### src/common/rxq_pkg.sv
// What this block does
// - Break mid-character queues damaged char, then all-zero break char if it persists.
// - Three holding entries behind the shift register; load first empty entry.
// - Parity, framing and break flags stored per entry; overrun not stored.
// - Char available whenever at least one entry is queued.
// - Buffer read returns oldest entry and removes it with its flags.
// - Queue full when three entries held; interrupt condition selectable.
// - Character mode reports the flags of the head entry.
// - Block mode ORs flags of each char reaching head since last clear.
// - Status read leaves the queue unchanged; only buffer read pops.
// - With queue full, a new char waits in the shift register.
// - Second char while held discards held one; overrun set at its start bit.
// - Flow control negates RTS on start bit with queue full; reasserts when free.
// - Queue stays readable while the receiver is disabled.
// - Receiver reset clears queue, RTS state, flags and requests; stops reception until re-enabled, except in local loop with transmitter enabled.
// - New channel mode takes effect immediately, even mid-character.
// - Auto echo resends each received bit on TxD; CPU transmit path blocked.
// - Auto echo keeps transmit status inactive; bits, stops and break echoed raw.
// - Local loop routes transmitter to receiver, ignores RxD, holds TxD at mark.
// - Local loop clocks receiver from transmitter clock; only transmitter enabled.
// - Remote loop resends received bits on TxD; CPU transmit path blocked.
// - Remote loop: no chars to CPU, error flags inactive, no parity check.
// - Unused upper bits of short characters read as zero.
// - TxD is mark in normal mode when transmitter disabled or idle, and always in local loop.
package rxq_pkg;

  localparam int QDEPTH = 3;
  localparam logic [1:0] QCNT_RST = 2'h0;

  typedef enum logic [1:0] {
    MODE_NORMAL = 2'b00,
    MODE_ECHO = 2'b01,
    MODE_LOCAL = 2'b10,
    MODE_REMOTE = 2'b11
  } chan_mode_t;

  typedef struct packed {
    logic brk;
    logic framing;
    logic parity;
    logic [7:0] data;
  } rx_entry_t;

  typedef struct packed {
    logic brk;
    logic framing;
    logic parity;
    logic overrun;
  } err_flags_t;

  // One character handed over by the character assembler
  typedef struct packed {
    logic done;
    logic start;
    logic [3:0] bits;
    rx_entry_t ent;
  } rx_char_t;

endpackage : rxq_pkg

### src/hdl/rx_queue.sv
`timescale 1ns/10ps
module rx_queue
  import rxq_pkg::*;
(
  input wire logic mclk_i, // 100 MHz clock
  input wire logic reset_i, // Sync reset, high
  input wire logic rx_reset_cmd_i, // Receiver reset pulse
  input wire logic rx_enable_i, // Receiver enabled
  input wire logic tx_enable_i, // Transmitter enabled
  input wire logic tx_idle_i, // Transmitter idle
  input wire chan_mode_t chan_mode_i, // Channel mode
  input wire logic error_reporting_mode_i, // 0 char, 1 block
  input wire logic clear_error_summary_cmd_i, // Clear block flags
  input wire logic irq_sel_full_i, // 1: irq on full
  input wire logic rx_rts_enable_i, // Receiver flow control
  input wire logic rxd_i, // Serial in pin
  input wire logic tx_serial_i, // Transmitter serial bit
  input wire logic rx_bit_clk_i, // Receiver bit clock
  input wire logic tx_bit_clk_i, // Transmitter bit clock
  input wire rx_char_t asm_i, // Assembler result
  input wire logic rbuf_read_i, // Receive buffer read
  input wire logic status_read_i, // Status read
  output logic asm_serial_o, // Serial into assembler
  output logic asm_clk_o, // Bit clock to assembler
  output logic asm_run_o, // Assembler may run
  output logic tx_path_open_o, // CPU transmit path open
  output logic txd_o, // Serial out pin
  output logic rts_n_o, // Request to send, low
  output logic rx_char_available_o, // Queue not empty
  output logic rx_queue_full_o, // Queue full
  output logic rx_irq_o, // Receive interrupt request
  output logic tx_can_accept_gate_o, // Transmit status allowed
  output rx_entry_t rbuf_o, // Head entry data
  output err_flags_t status_o // Status error flags
);

  typedef struct packed {
    logic rxd_s1;
    logic rxd_s2;
    rx_entry_t [QDEPTH-1:0] q;
    logic [1:0] cnt;
    rx_entry_t shift;
    logic held;
    err_flags_t acc;
    logic overrun;
    logic rts_neg;
    logic run;
    logic txd;
    logic head_new;
  } state_t;

  state_t s_q;
  state_t s_d;

  function automatic logic [7:0] mask_bits(input logic [7:0] d, input logic [3:0] n);
    logic [7:0] m;
    m = 8'hff >> (4'h8 - n);
    return d & m;
  endfunction : mask_bits

  // Echo and remote loop send the line straight back out
  function automatic logic line_echoed(input chan_mode_t m);
    return (m == MODE_ECHO) || (m == MODE_REMOTE);
  endfunction : line_echoed

  function automatic logic is_local(input chan_mode_t m);
    return (m == MODE_LOCAL);
  endfunction : is_local

  function automatic logic q_full(input logic [1:0] n);
    return (n == 2'(QDEPTH));
  endfunction : q_full

  // Sticky OR of a head entry's flags into the summary
  function automatic err_flags_t merge_flags(input err_flags_t a, input rx_entry_t e);
    err_flags_t r;
    r = a;
    r.parity = a.parity | e.parity;
    r.framing = a.framing | e.framing;
    r.brk = a.brk | e.brk;
    return r;
  endfunction : merge_flags

  // Error flags as the status port shows them
  function automatic err_flags_t shown_flags(input logic blk, input logic avail,
      input err_flags_t acc, input rx_entry_t e);
    err_flags_t r;
    r = '0;
    if (blk) begin
      r.parity = acc.parity;
      r.framing = acc.framing;
      r.brk = acc.brk;
    end else begin
      r.parity = avail & e.parity;
      r.framing = avail & e.framing;
      r.brk = avail & e.brk;
    end
    return r;
  endfunction : shown_flags

  logic rx_line;
  logic remote;
  logic pop;
  logic push;
  rx_entry_t incoming;
  rx_entry_t head;

  always_comb begin
    remote = (chan_mode_i == MODE_REMOTE);
    rx_line = is_local(chan_mode_i) ? tx_serial_i : s_q.rxd_s2;
    asm_serial_o = rx_line;
    asm_clk_o = is_local(chan_mode_i) ? tx_bit_clk_i : rx_bit_clk_i;
    asm_run_o = s_q.run || (is_local(chan_mode_i) && tx_enable_i);
    tx_path_open_o = !line_echoed(chan_mode_i);
    tx_can_accept_gate_o = (chan_mode_i != MODE_ECHO);
    head = s_q.q[0];
    pop = rbuf_read_i && (s_q.cnt != 2'h0);
    incoming = asm_i.ent;
    incoming.data = mask_bits(asm_i.ent.data, asm_i.bits);
    if (asm_i.ent.brk) begin
      incoming.data = 8'h00;
    end
    push = asm_i.done && asm_run_o && !remote;
  end

  always_comb begin
    logic [1:0] c;
    logic [1:0] free_cnt;
    c = s_q.cnt;
    free_cnt = 2'h0;
    s_d = s_q;
    s_d.rxd_s1 = rxd_i;
    s_d.rxd_s2 = s_q.rxd_s1;
    s_d.head_new = 1'b0;
    // Clear first so a flag raised in the same cycle survives
    if (clear_error_summary_cmd_i) begin
      s_d.acc = '0;
      s_d.overrun = 1'b0;
    end
    if (rx_enable_i) begin
      s_d.run = 1'b1;
    end
    // Echo and remote loop follow the line bit by bit, otherwise transmitter or mark
    unique case (chan_mode_i)
      MODE_ECHO, MODE_REMOTE: s_d.txd = s_q.rxd_s2;
      MODE_LOCAL: s_d.txd = 1'b1;
      MODE_NORMAL: s_d.txd = (tx_enable_i && !tx_idle_i) ? tx_serial_i : 1'b1;
    endcase
    if (pop) begin
      s_d.q[0] = s_q.q[1];
      s_d.q[1] = s_q.q[2];
      s_d.q[2] = '0;
      c = c - 2'h1;
      s_d.head_new = (c != 2'h0);
    end
    // Held char moves in once an entry frees
    if (s_q.held && !q_full(c)) begin
      s_d.q[c] = s_q.shift;
      s_d.head_new = s_d.head_new || (c == 2'h0);
      c = c + 2'h1;
      s_d.held = 1'b0;
    end
    if (asm_i.start && asm_run_o && !remote) begin
      if (s_d.held && q_full(c)) begin
        s_d.overrun = 1'b1;
        s_d.held = 1'b0;
      end
      if (rx_rts_enable_i && q_full(c)) begin
        s_d.rts_neg = 1'b1;
      end
    end
    if (push) begin
      if (!q_full(c) && !s_d.held) begin
        s_d.q[c] = incoming;
        s_d.head_new = s_d.head_new || (c == 2'h0);
        c = c + 2'h1;
      end else begin
        s_d.shift = incoming;
        s_d.held = 1'b1;
      end
    end
    s_d.cnt = c;
    free_cnt = 2'(QDEPTH) - c;
    if (free_cnt != 2'h0 && !s_d.held) begin
      s_d.rts_neg = 1'b0;
    end
    // Accumulate head flags as each char reaches the head
    if (s_q.head_new) begin
      s_d.acc = merge_flags(s_d.acc, head);
    end
    if (rx_reset_cmd_i) begin
      s_d.q = '0;
      s_d.cnt = QCNT_RST;
      s_d.held = 1'b0;
      s_d.acc = '0;
      s_d.overrun = 1'b0;
      s_d.rts_neg = 1'b0;
      s_d.run = 1'b0;
      s_d.head_new = 1'b0;
    end
  end

  always_ff @(posedge mclk_i) begin
    if (reset_i) begin
      s_q <= '0;
      s_q.rxd_s1 <= 1'b1;
      s_q.rxd_s2 <= 1'b1;
      s_q.txd <= 1'b1;
    end else begin
      s_q <= s_d;
    end
  end

  always_comb begin
    rx_char_available_o = (s_q.cnt != 2'h0);
    rx_queue_full_o = q_full(s_q.cnt);
    rx_irq_o = irq_sel_full_i ? rx_queue_full_o : rx_char_available_o;
    rbuf_o = head;
    status_o = shown_flags(error_reporting_mode_i, rx_char_available_o, s_q.acc, head);
    status_o.overrun = s_q.overrun;
    if (remote) begin
      status_o = '0;
    end
    txd_o = s_q.txd;
    rts_n_o = s_q.rts_neg;
  end

endmodule : rx_queue

### config.mk
export PLATFORM = sky130hd
export DESIGN_NAME = rx_queue
export DESIGN_NICKNAME = d
export VERILOG_FILES = /design/src/common/rxq_pkg.sv /design/src/hdl/rx_queue.sv
export SDC_FILE = /design/constraint.sdc
export NUM_CORES = 1
export LEC_CHECK = 0
export ABC_AREA = 0
export BUFFER_PORTS_ARGS = -buffer_cell sky130_fd_sc_hd__buf_2
export CAP_MARGIN = 20
export CORE_ASPECT_RATIO = 0.75
export CORE_MARGIN = 3
export CORE_UTILIZATION = 60
export DETAILED_ROUTE_END_ITERATION = 8
export PLACE_DENSITY = 0.84
export SYNTH_ARGS = -nofsm -noshare
export SYNTH_HDL_FRONTEND = slang
export SYNTH_SLANG_ARGS = --single-unit
### constraint.sdc
create_clock -name mclk_i -period 8 [get_ports mclk_i]
set_clock_uncertainty 0.15 [all_clocks]
set_input_delay 0.8 -clock mclk_i [delete_from_list [all_inputs] [get_ports mclk_i]]
set_output_delay 0.8 -clock mclk_i [all_outputs]
set_load 0.05 [all_outputs]
==> summary.md, run 1 <==
| Metric | Value |
|---|---|
| Hold Startpoint | `s_d[56]` |
| Synth Instances | `398` |
| Post-synthesis sequential area ratio | `0.338` |
| Hold depth | `1` |
| Die footprint | `6560 sq um` |
| Drt first-iter violations | `226` |
| Core area | `5150 sq um` |
| CP Max Fanout | `35` |
| IO buf count | `between 50 and 60` |
| RSZ-0062 raised after global routing | `no` |
| Number of routed nets with antenna violations | `0` |
| Top_reg_cell synth | `dfxtp_1` |
| HPWL Detailed | `5560 microns` |
| CP endpoint kind | `flip-flop` |
| Gr usage total | `0.252` |
| Critical R2R Launch | `s_q[21]` |
| Drt via density | `approximately 6.2` |
| FF+latch count, synth | `57` |
| Startpoint types | `flip-flop` |
| Hold Vio Cnt, Final | `0` |
| Area Overhead vs Synth | `9.28%` |
| Top post-synthesis cells by area | `dfxtp_1 34%, mux2i_1 6.5%, a211o_1 6.0%` |
| Resize count post-CTS | `0` |
| Root Driver | `clkbuf_8` |
| Distinct cells, synth | `51` |
| Worst-Margin Slew | `1.01 ns` |
| WL final | `8360 microns` |
| # placed instances | `488` |
| Vias in the first global route | `2742` |
| Via count | `3129` |
| Syn_area_per_cell | `8.47 sq um` |
| Reg-to-reg setup timing slack | `2.78 ns` |
| NumNets Final | `roughly 480` |
| Synth warn | `0` |
| Worst skew pair latency | `0.34 ns` |
| Worst slew margin | `0.326` |
| Critical Path AT | `5.33 ns` |
| Hold_buf cts | `0` |
| Worst setup margin | `2.78 ns` |
| Number of H-tree levels | `3` |
| Top-count cell post-synth | `dfxtp_1` |
| Deepest clock path buffer count | `2` |
| DR pass1 iterations | `5` |
| Initial Util | `0.655` |
| Minimum clock period | `5.22 ns` |
| Global-route wire length before repair | `around 13000 microns` |
| Worst path required time | `8.11 ns` |
| Post-Layout Inst Area | `3680 sq um` |
| Outcome | `completed` |
| FF-to-FF End | `rbuf_o[7]` |
| P_leak | `1.64 nW` |
| Placed Area | `3510 sq um` |
| Total grt overflow | `0` |
| Hold crit path type | `flip-flop to flip-flop` |
| Max Cap Viol | `0` |
| Antenna cell count | `0` |
| Commonest cells post-synth | `57 x dfxtp_1, 36 x nor2_1, 35 x a21oi_1, 35 x nand2_1, 24 x nand3_1` |
| Critical Path Sink | `rbuf_o[7]` |
| Fmax | `between 150 and 200 MHz` |
| Worst r2r path cells | `13` |
| Slew Limit Fails | `0` |
| Final setup vio count | `0` |
| FFs w/ async S/R, synth | `0` |
| Post-synth top area share | `0.338` |
| Post-CTS setup buffer count | `0` |
| GP Congestion | `just under 0.8` |
| Final hold slack | `0.264 ns` |
| Share of layout cells above drive strength 1 | `0.206` |
| Setup Slack @ Placement | `2.87 ns` |
| EDFF count, synth | `0` |
| Initial antenna violation count | `0` |
| # IOs | `60` |
| Fillers | `437` |
| Period utilisation layout | `0.652` |
| Die Y | `70.9 microns` |
| Sink Count | `57` |
| Num CTS Buffers | `9` |
| Syn Nets | `447` |
| Cell taking the most area after synthesis | `dfxtp_1` |
| Kind of critical path | `flip-flop to flip-flop` |
| Routed len/inst | `16.6 microns` |
| Power per Cell Area | `164 nW/um^2` |
| TritonCTS clock tree | `built` |
| Row count | `22` |
| Die width | `92.6 microns` |
| Total negative slack | `0 ns` |
| Reg clk slew, reported paths | `0.07 ns` |
| Post-Syn Area | `3370 sq um` |
| Post-Layout Cell Count | `503` |
| # DRC | `0` |
| Crit path launch | `s_q[21]` |
| Peak supply drop | `0.0951 mV` |
| Largest net degree at the start of global routing | `between 40 and 50` |
==> metal layers <==
layer  global-route usage  share of wire  up-vias
met2                0.400           0.46      126
li1                     -              -     1488
met3               0.0691          0.084       13
met1                0.338           0.44     1502
met5                    0              0        -
met4               0.0692          0.010        0
==> kinds of logic after synthesis <==
group	after synthesis	share of synthesized area
xor+xnor	4	0.0145
compound gates	108	0.228
flops	57	0.338
simple gates	139	0.210
mux	24	0.0720
buf+inv	52	0.0846
fa+ha+maj	14	0.0519
==> area by class of cell <==
cell class	instances	area (sq um)	share of cell area
Inverter	12	45.0	0.0122
Tap cell	72	90.1	0.0244
Timing Repair Buffer	58	290	0.0788
Sequential cell	57	1140	0.310
Clock inverter	5	32.5	0.00883
Clock buffer	10	138	0.0374
Multi-Input combinational cell	289	1950	0.529
==> report_power, final <==
group / switching, mW / internal [mW] / total, mW / leakage, nW
Combinational: 0.0524 / 0.0264 / 0.0788 / 1.10
Sequential: 0.00193 / 0.286 / 0.288 / 0.460
Clock: 0.119 / 0.118 / 0.237 / 0.0802
Total: 0.173 / 0.430 / 0.603 / 1.64
==> how the worst min path moves through the flow <==
stage,to,slack (ns)
floorplan,s_q[56],0.24
global placement,s_q[56],0.24
detailed placement,s_q[56],0.25
CTS,s_q[56],0.27
global route,s_q[56],0.28
finish,s_q[56],0.26
==> cells in the final DEF (no fill, tap or decap), drive strengths merged, types with 3 or more instances in the layout <==
master	n
nor2	36
a211oi	9
nand2b	4
nor3	3
and4	4
mux2i	22
or2	4
a22oi	3
a211o	23
ha	14
clkinvlp	3
o22ai	9
and3	4
nand4	3
dfxtp	57
nand3	24
buf	58
a21oi	36
a21boi	4
nor2b	4
o21ai	3
nor3b	6
inv	12
a21o	3
clkbuf	10
nand2	35
xnor2	3
and2	3
a311oi	7
nand3b	6
==> worst max-delay path: stages, from the launching register on <==
cell and delay (ns):
dfxtp_1 0.43, inv_1 0.07, ha_1 0.33, nand2b_2 0.70, a21boi_0 0.54, ha_1 0.46
nor2b_4 0.09, xnor3_1 0.43, inv_1 0.10, ha_1 0.26, a21oi_2 0.24, and4_1 0.81
nand2_1 0.30, o22ai_1 0.22
==> registers in the layout, indices dropped and copies added, names as in the netlist <==
| register | count |
|---|---|
| s_d | 1 |
| rts_n_o | 1 |
| txd_o | 1 |
| s_q | 43 |
| rbuf_o | 11 |
==> stage by stage <==
step                 util  power (mW)
global placement    0.683       0.370
floorplan               -       0.351
finish              0.716       0.603
CTS                 0.716       0.605
detailed placement  0.683       0.372
global route        0.716       0.621
(Power assumes the default switching activity.)
==> run 2, diff against run 1 <==
--- a/config.mk
+++ b/config.mk
@@ -10,9 +10,9 @@
 export CAP_MARGIN = 20
 export CORE_ASPECT_RATIO = 0.75
 export CORE_MARGIN = 3
-export CORE_UTILIZATION = 60
+export CORE_UTILIZATION = 56
 export DETAILED_ROUTE_END_ITERATION = 8
-export PLACE_DENSITY = 0.84
+export PLACE_DENSITY = 0.79
 export SYNTH_ARGS = -nofsm -noshare
 export SYNTH_HDL_FRONTEND = slang
 export SYNTH_SLANG_ARGS = --single-unit
==> constraint.sdc (replaced) <==
create_clock -name mclk_i -period 5 [get_ports mclk_i]
set_clock_uncertainty 0.15 [all_clocks]
set_input_delay 0.5 -clock mclk_i [delete_from_list [all_inputs] [get_ports mclk_i]]
set_output_delay 0.5 -clock mclk_i [all_outputs]
set_load 0.05 [all_outputs]
==> run 2 against run 1 <==
Net effect: setup slack lost 2.0 ns; fmax is 23% higher; largest cell class unchanged; clock power rose by 65%.
==> summary.md, run 2 (synthesized netlist as in run 1, its figures left out) <==
| Metric | Value |
|---|---|
| Outcome | `completed` |
| Worst skew pair latency | `approximately 0.34 ns` |
| Drt via density | `6.12` |
| # DRC | `0` |
| Largest net degree at the start of global routing | `just over 40` |
| Initial Util | `0.604` |
| Num CTS Buffers | `9` |
| Crit path max-delay family | `adder cells` |
| Root Driver | `clkbuf_8` |
| Peak supply drop | `0.219 mV` |
| Global-route wire length before repair | `13500 microns` |
| Post-CTS setup buffer count | `0` |
| Hold crit path type | `input pin to flip-flop` |
| Number of routed nets with antenna violations | `0` |
| Register share of total power | `0.471` |
| Minimum clock period | `roughly 4.2 ns` |
| Resize count post-CTS | `0` |
| Levels on crit path | `13` |
| Hold Startpoint | `rxd_i` |
| # placed instances | `between 400 and 500` |
| Combinational Power Share | `0.130` |
| Commonest non-fill, non-tap cell in the layout | `buf_2` |
| Fmax | `235 MHz` |
| Area Overhead vs Synth | `10.1%` |
| Buf+Inv Stages, Crit Path | `2` |
| Reg clk slew, reported paths | `0.07 ns` |
| DR pass1 iterations | `5` |
| Hold Vio Cnt, Final | `0` |
| Slowest stage cell, crit path | `nand4_1` |
| Max Cap Viol | `0` |
| # IOs | `60` |
| Number of H-tree levels | `3` |
| WL final | `8390 microns` |
| Gr usage total | `0.247` |
| Critical R2R Launch | `s_q[21]` |
| TritonCTS clock tree | `built` |
| Most Crowded Layer GR | `met2` |
| Die width | `95.6 microns` |
| Hold_buf cts | `0` |
| P_sw | `around 0.28 mW` |
| GRT met3 Usage | `0.0732` |
| Post-Layout Cell Count | `509` |
| P_leak | `1.66 nW` |
| Most flop-heavy register | `s_q` |
| FF-to-FF End | `s_q[46]` |
| Worst path max stage delay | `0.58 ns` |
| RSZ-0062 raised after global routing | `no` |
| Via count | `3114` |
| Slew Limit Fails | `0` |
| Hold depth | `2` |
| Power share of the clock group | `0.399` |
| Internal power | `0.694 mW` |
| Total grt overflow | `0` |
| Deepest clock path buffer count | `2` |
| Share of layout cells above drive strength 1 | `0.210` |
| Reg-to-reg setup timing slack | `0.75 ns` |
| Total negative slack | `0 ns` |
| Kind of critical path | `flip-flop to flip-flop` |
| GR Util met1 | `0.345` |
| GP Congestion | `0.868` |
| Period utilisation layout | `0.850` |
| Most frequent cells in the layout | `58 x buf_2, 57 x dfxtp_1, 36 x nor2_1` |
| IO buf count | `58` |
| Worst-Margin Slew | `approximately 1.0 ns` |
| Power per Cell Area | `between 200 and 300 nW/um^2` |
| CP Max Fanout | `14` |
| Fillers | `479` |
| Met2 Use GR | `0.381` |
| NumNets Final | `478` |
| Antenna cell count | `0` |
| Max reg flops | `43` |
| Routed len/inst | `16.5 microns` |
| CP endpoint kind | `flip-flop` |
| Worst slew margin | `0.306` |
| Row count | `23` |
| Switch share | `0.291` |
| Die Y | `73.2 microns` |
| Sink Count | `57` |
| Final setup vio count | `0` |
| Critical Path AT | `between 4 and 5 ns` |
| Startpoint types | `flip-flop` |
| Die footprint | `7000 sq um` |
| Core area | `5580 sq um` |
| Hold worst-path end | `s_d[56]` |
| Worst r2r path cells | `13` |
| Drt first-iter violations | `211` |
| CP most frequent cell | `ha_1` |
| Crit path cell chain | `inv_1 -> ha_1 -> nand2b_1 -> a21boi_0 -> ha_1 -> nor2b_4 -> xnor3_1 -> inv_1 -> ha_1 -> a21oi_2 -> nand4_1 -> a21oi_1 -> a311oi_1` |
| HPWL Detailed | `5750 microns` |
| Worst path required time | `5.02 ns` |
| Initial antenna violation count | `0` |
| Vias in the first global route | `2783` |
==> run 2: changes by cell type in the layout (fill, tap and decap cells not counted), sizes merged <==
| cell | change |
|---|---|
| buf | +2 |
| clkinv | +1 |
| clkinvlp | -1 |
| inv | +1 |
==> run 2: layer usage <==
| metal | part of all wire | wire length (microns) |
|---|---|---|
| met1 | 0.48 | 4010 |
| met2 | 0.44 | 3730 |
| met3 | 0.071 | 598 |
| met4 | 0.0063 | 53 |
| met5 | 0 | 0 |
==> run 2: stage by stage <==
step | hold slack, ns | util | setup slack, ns | instance area [sq um] | power (mW)
global placement | 0.246 | 0.632 | 1.03 | 3530 | 0.592
CTS | 0.180 | 0.665 | 0.830 | 3710 | 0.981
detailed placement | 0.245 | 0.632 | 0.845 | 3530 | 0.596
global route | 0.184 | 0.665 | 0.478 | 3710 | 1.02
finish | 0.190 | 0.665 | 0.750 | 3710 | 0.978
floorplan | 0.239 | - | 1.25 | 3370 | 0.561
==> run 2: area by class of cell <==
type / count / area (sq um) / area share
Clock inverter: 6 / 42.5 / 0.0115
Inverter: 12 / 45.0 / 0.0121
Multi-Input combinational cell: 289 / 1950 / 0.524
Sequential cell: 57 / 1140 / 0.307
Clock buffer: 10 / 138 / 0.0371
Tap cell: 75 / 93.8 / 0.0253
Timing Repair Buffer: 60 / 305 / 0.0823
==> run 2: worst max path at each step <==
| stage | from | slack, ns | endpoint |
|---|---|---|---|
| final | s_q[21] | 0.75 | s_q[46] |
| after global routing | s_q[21] | 0.48 | s_q[46] |
| after CTS | s_q[21] | 0.83 | s_q[46] |
| after detailed placement | s_q[21] | 0.84 | s_q[46] |
| after global placement | s_q[21] | 1.03 | s_q[48] |
| after floorplan | s_q[21] | 1.25 | s_q[38] |
==> run 2: worst register-to-register path, stage by stage (launching register included) <==
cell	delay, ns
dfxtp_1	0.43
inv_1	0.07
ha_1	0.29
nand2b_1	0.19
a21boi_0	0.36
ha_1	0.47
nor2b_4	0.09
xnor3_1	0.44
inv_1	0.10
ha_1	0.26
a21oi_2	0.24
nand4_1	0.58
a21oi_1	0.32
a311oi_1	0.08
==> run 2: power by group through the flow <==
stage               clock [mW]  sequential [mW]  combinational (mW)
CTS                      0.395            0.461               0.126
global route             0.422            0.461               0.137
detailed placement           0            0.471               0.125
floorplan                    0            0.471              0.0904
finish                   0.391            0.461               0.127
global placement             0            0.471               0.121
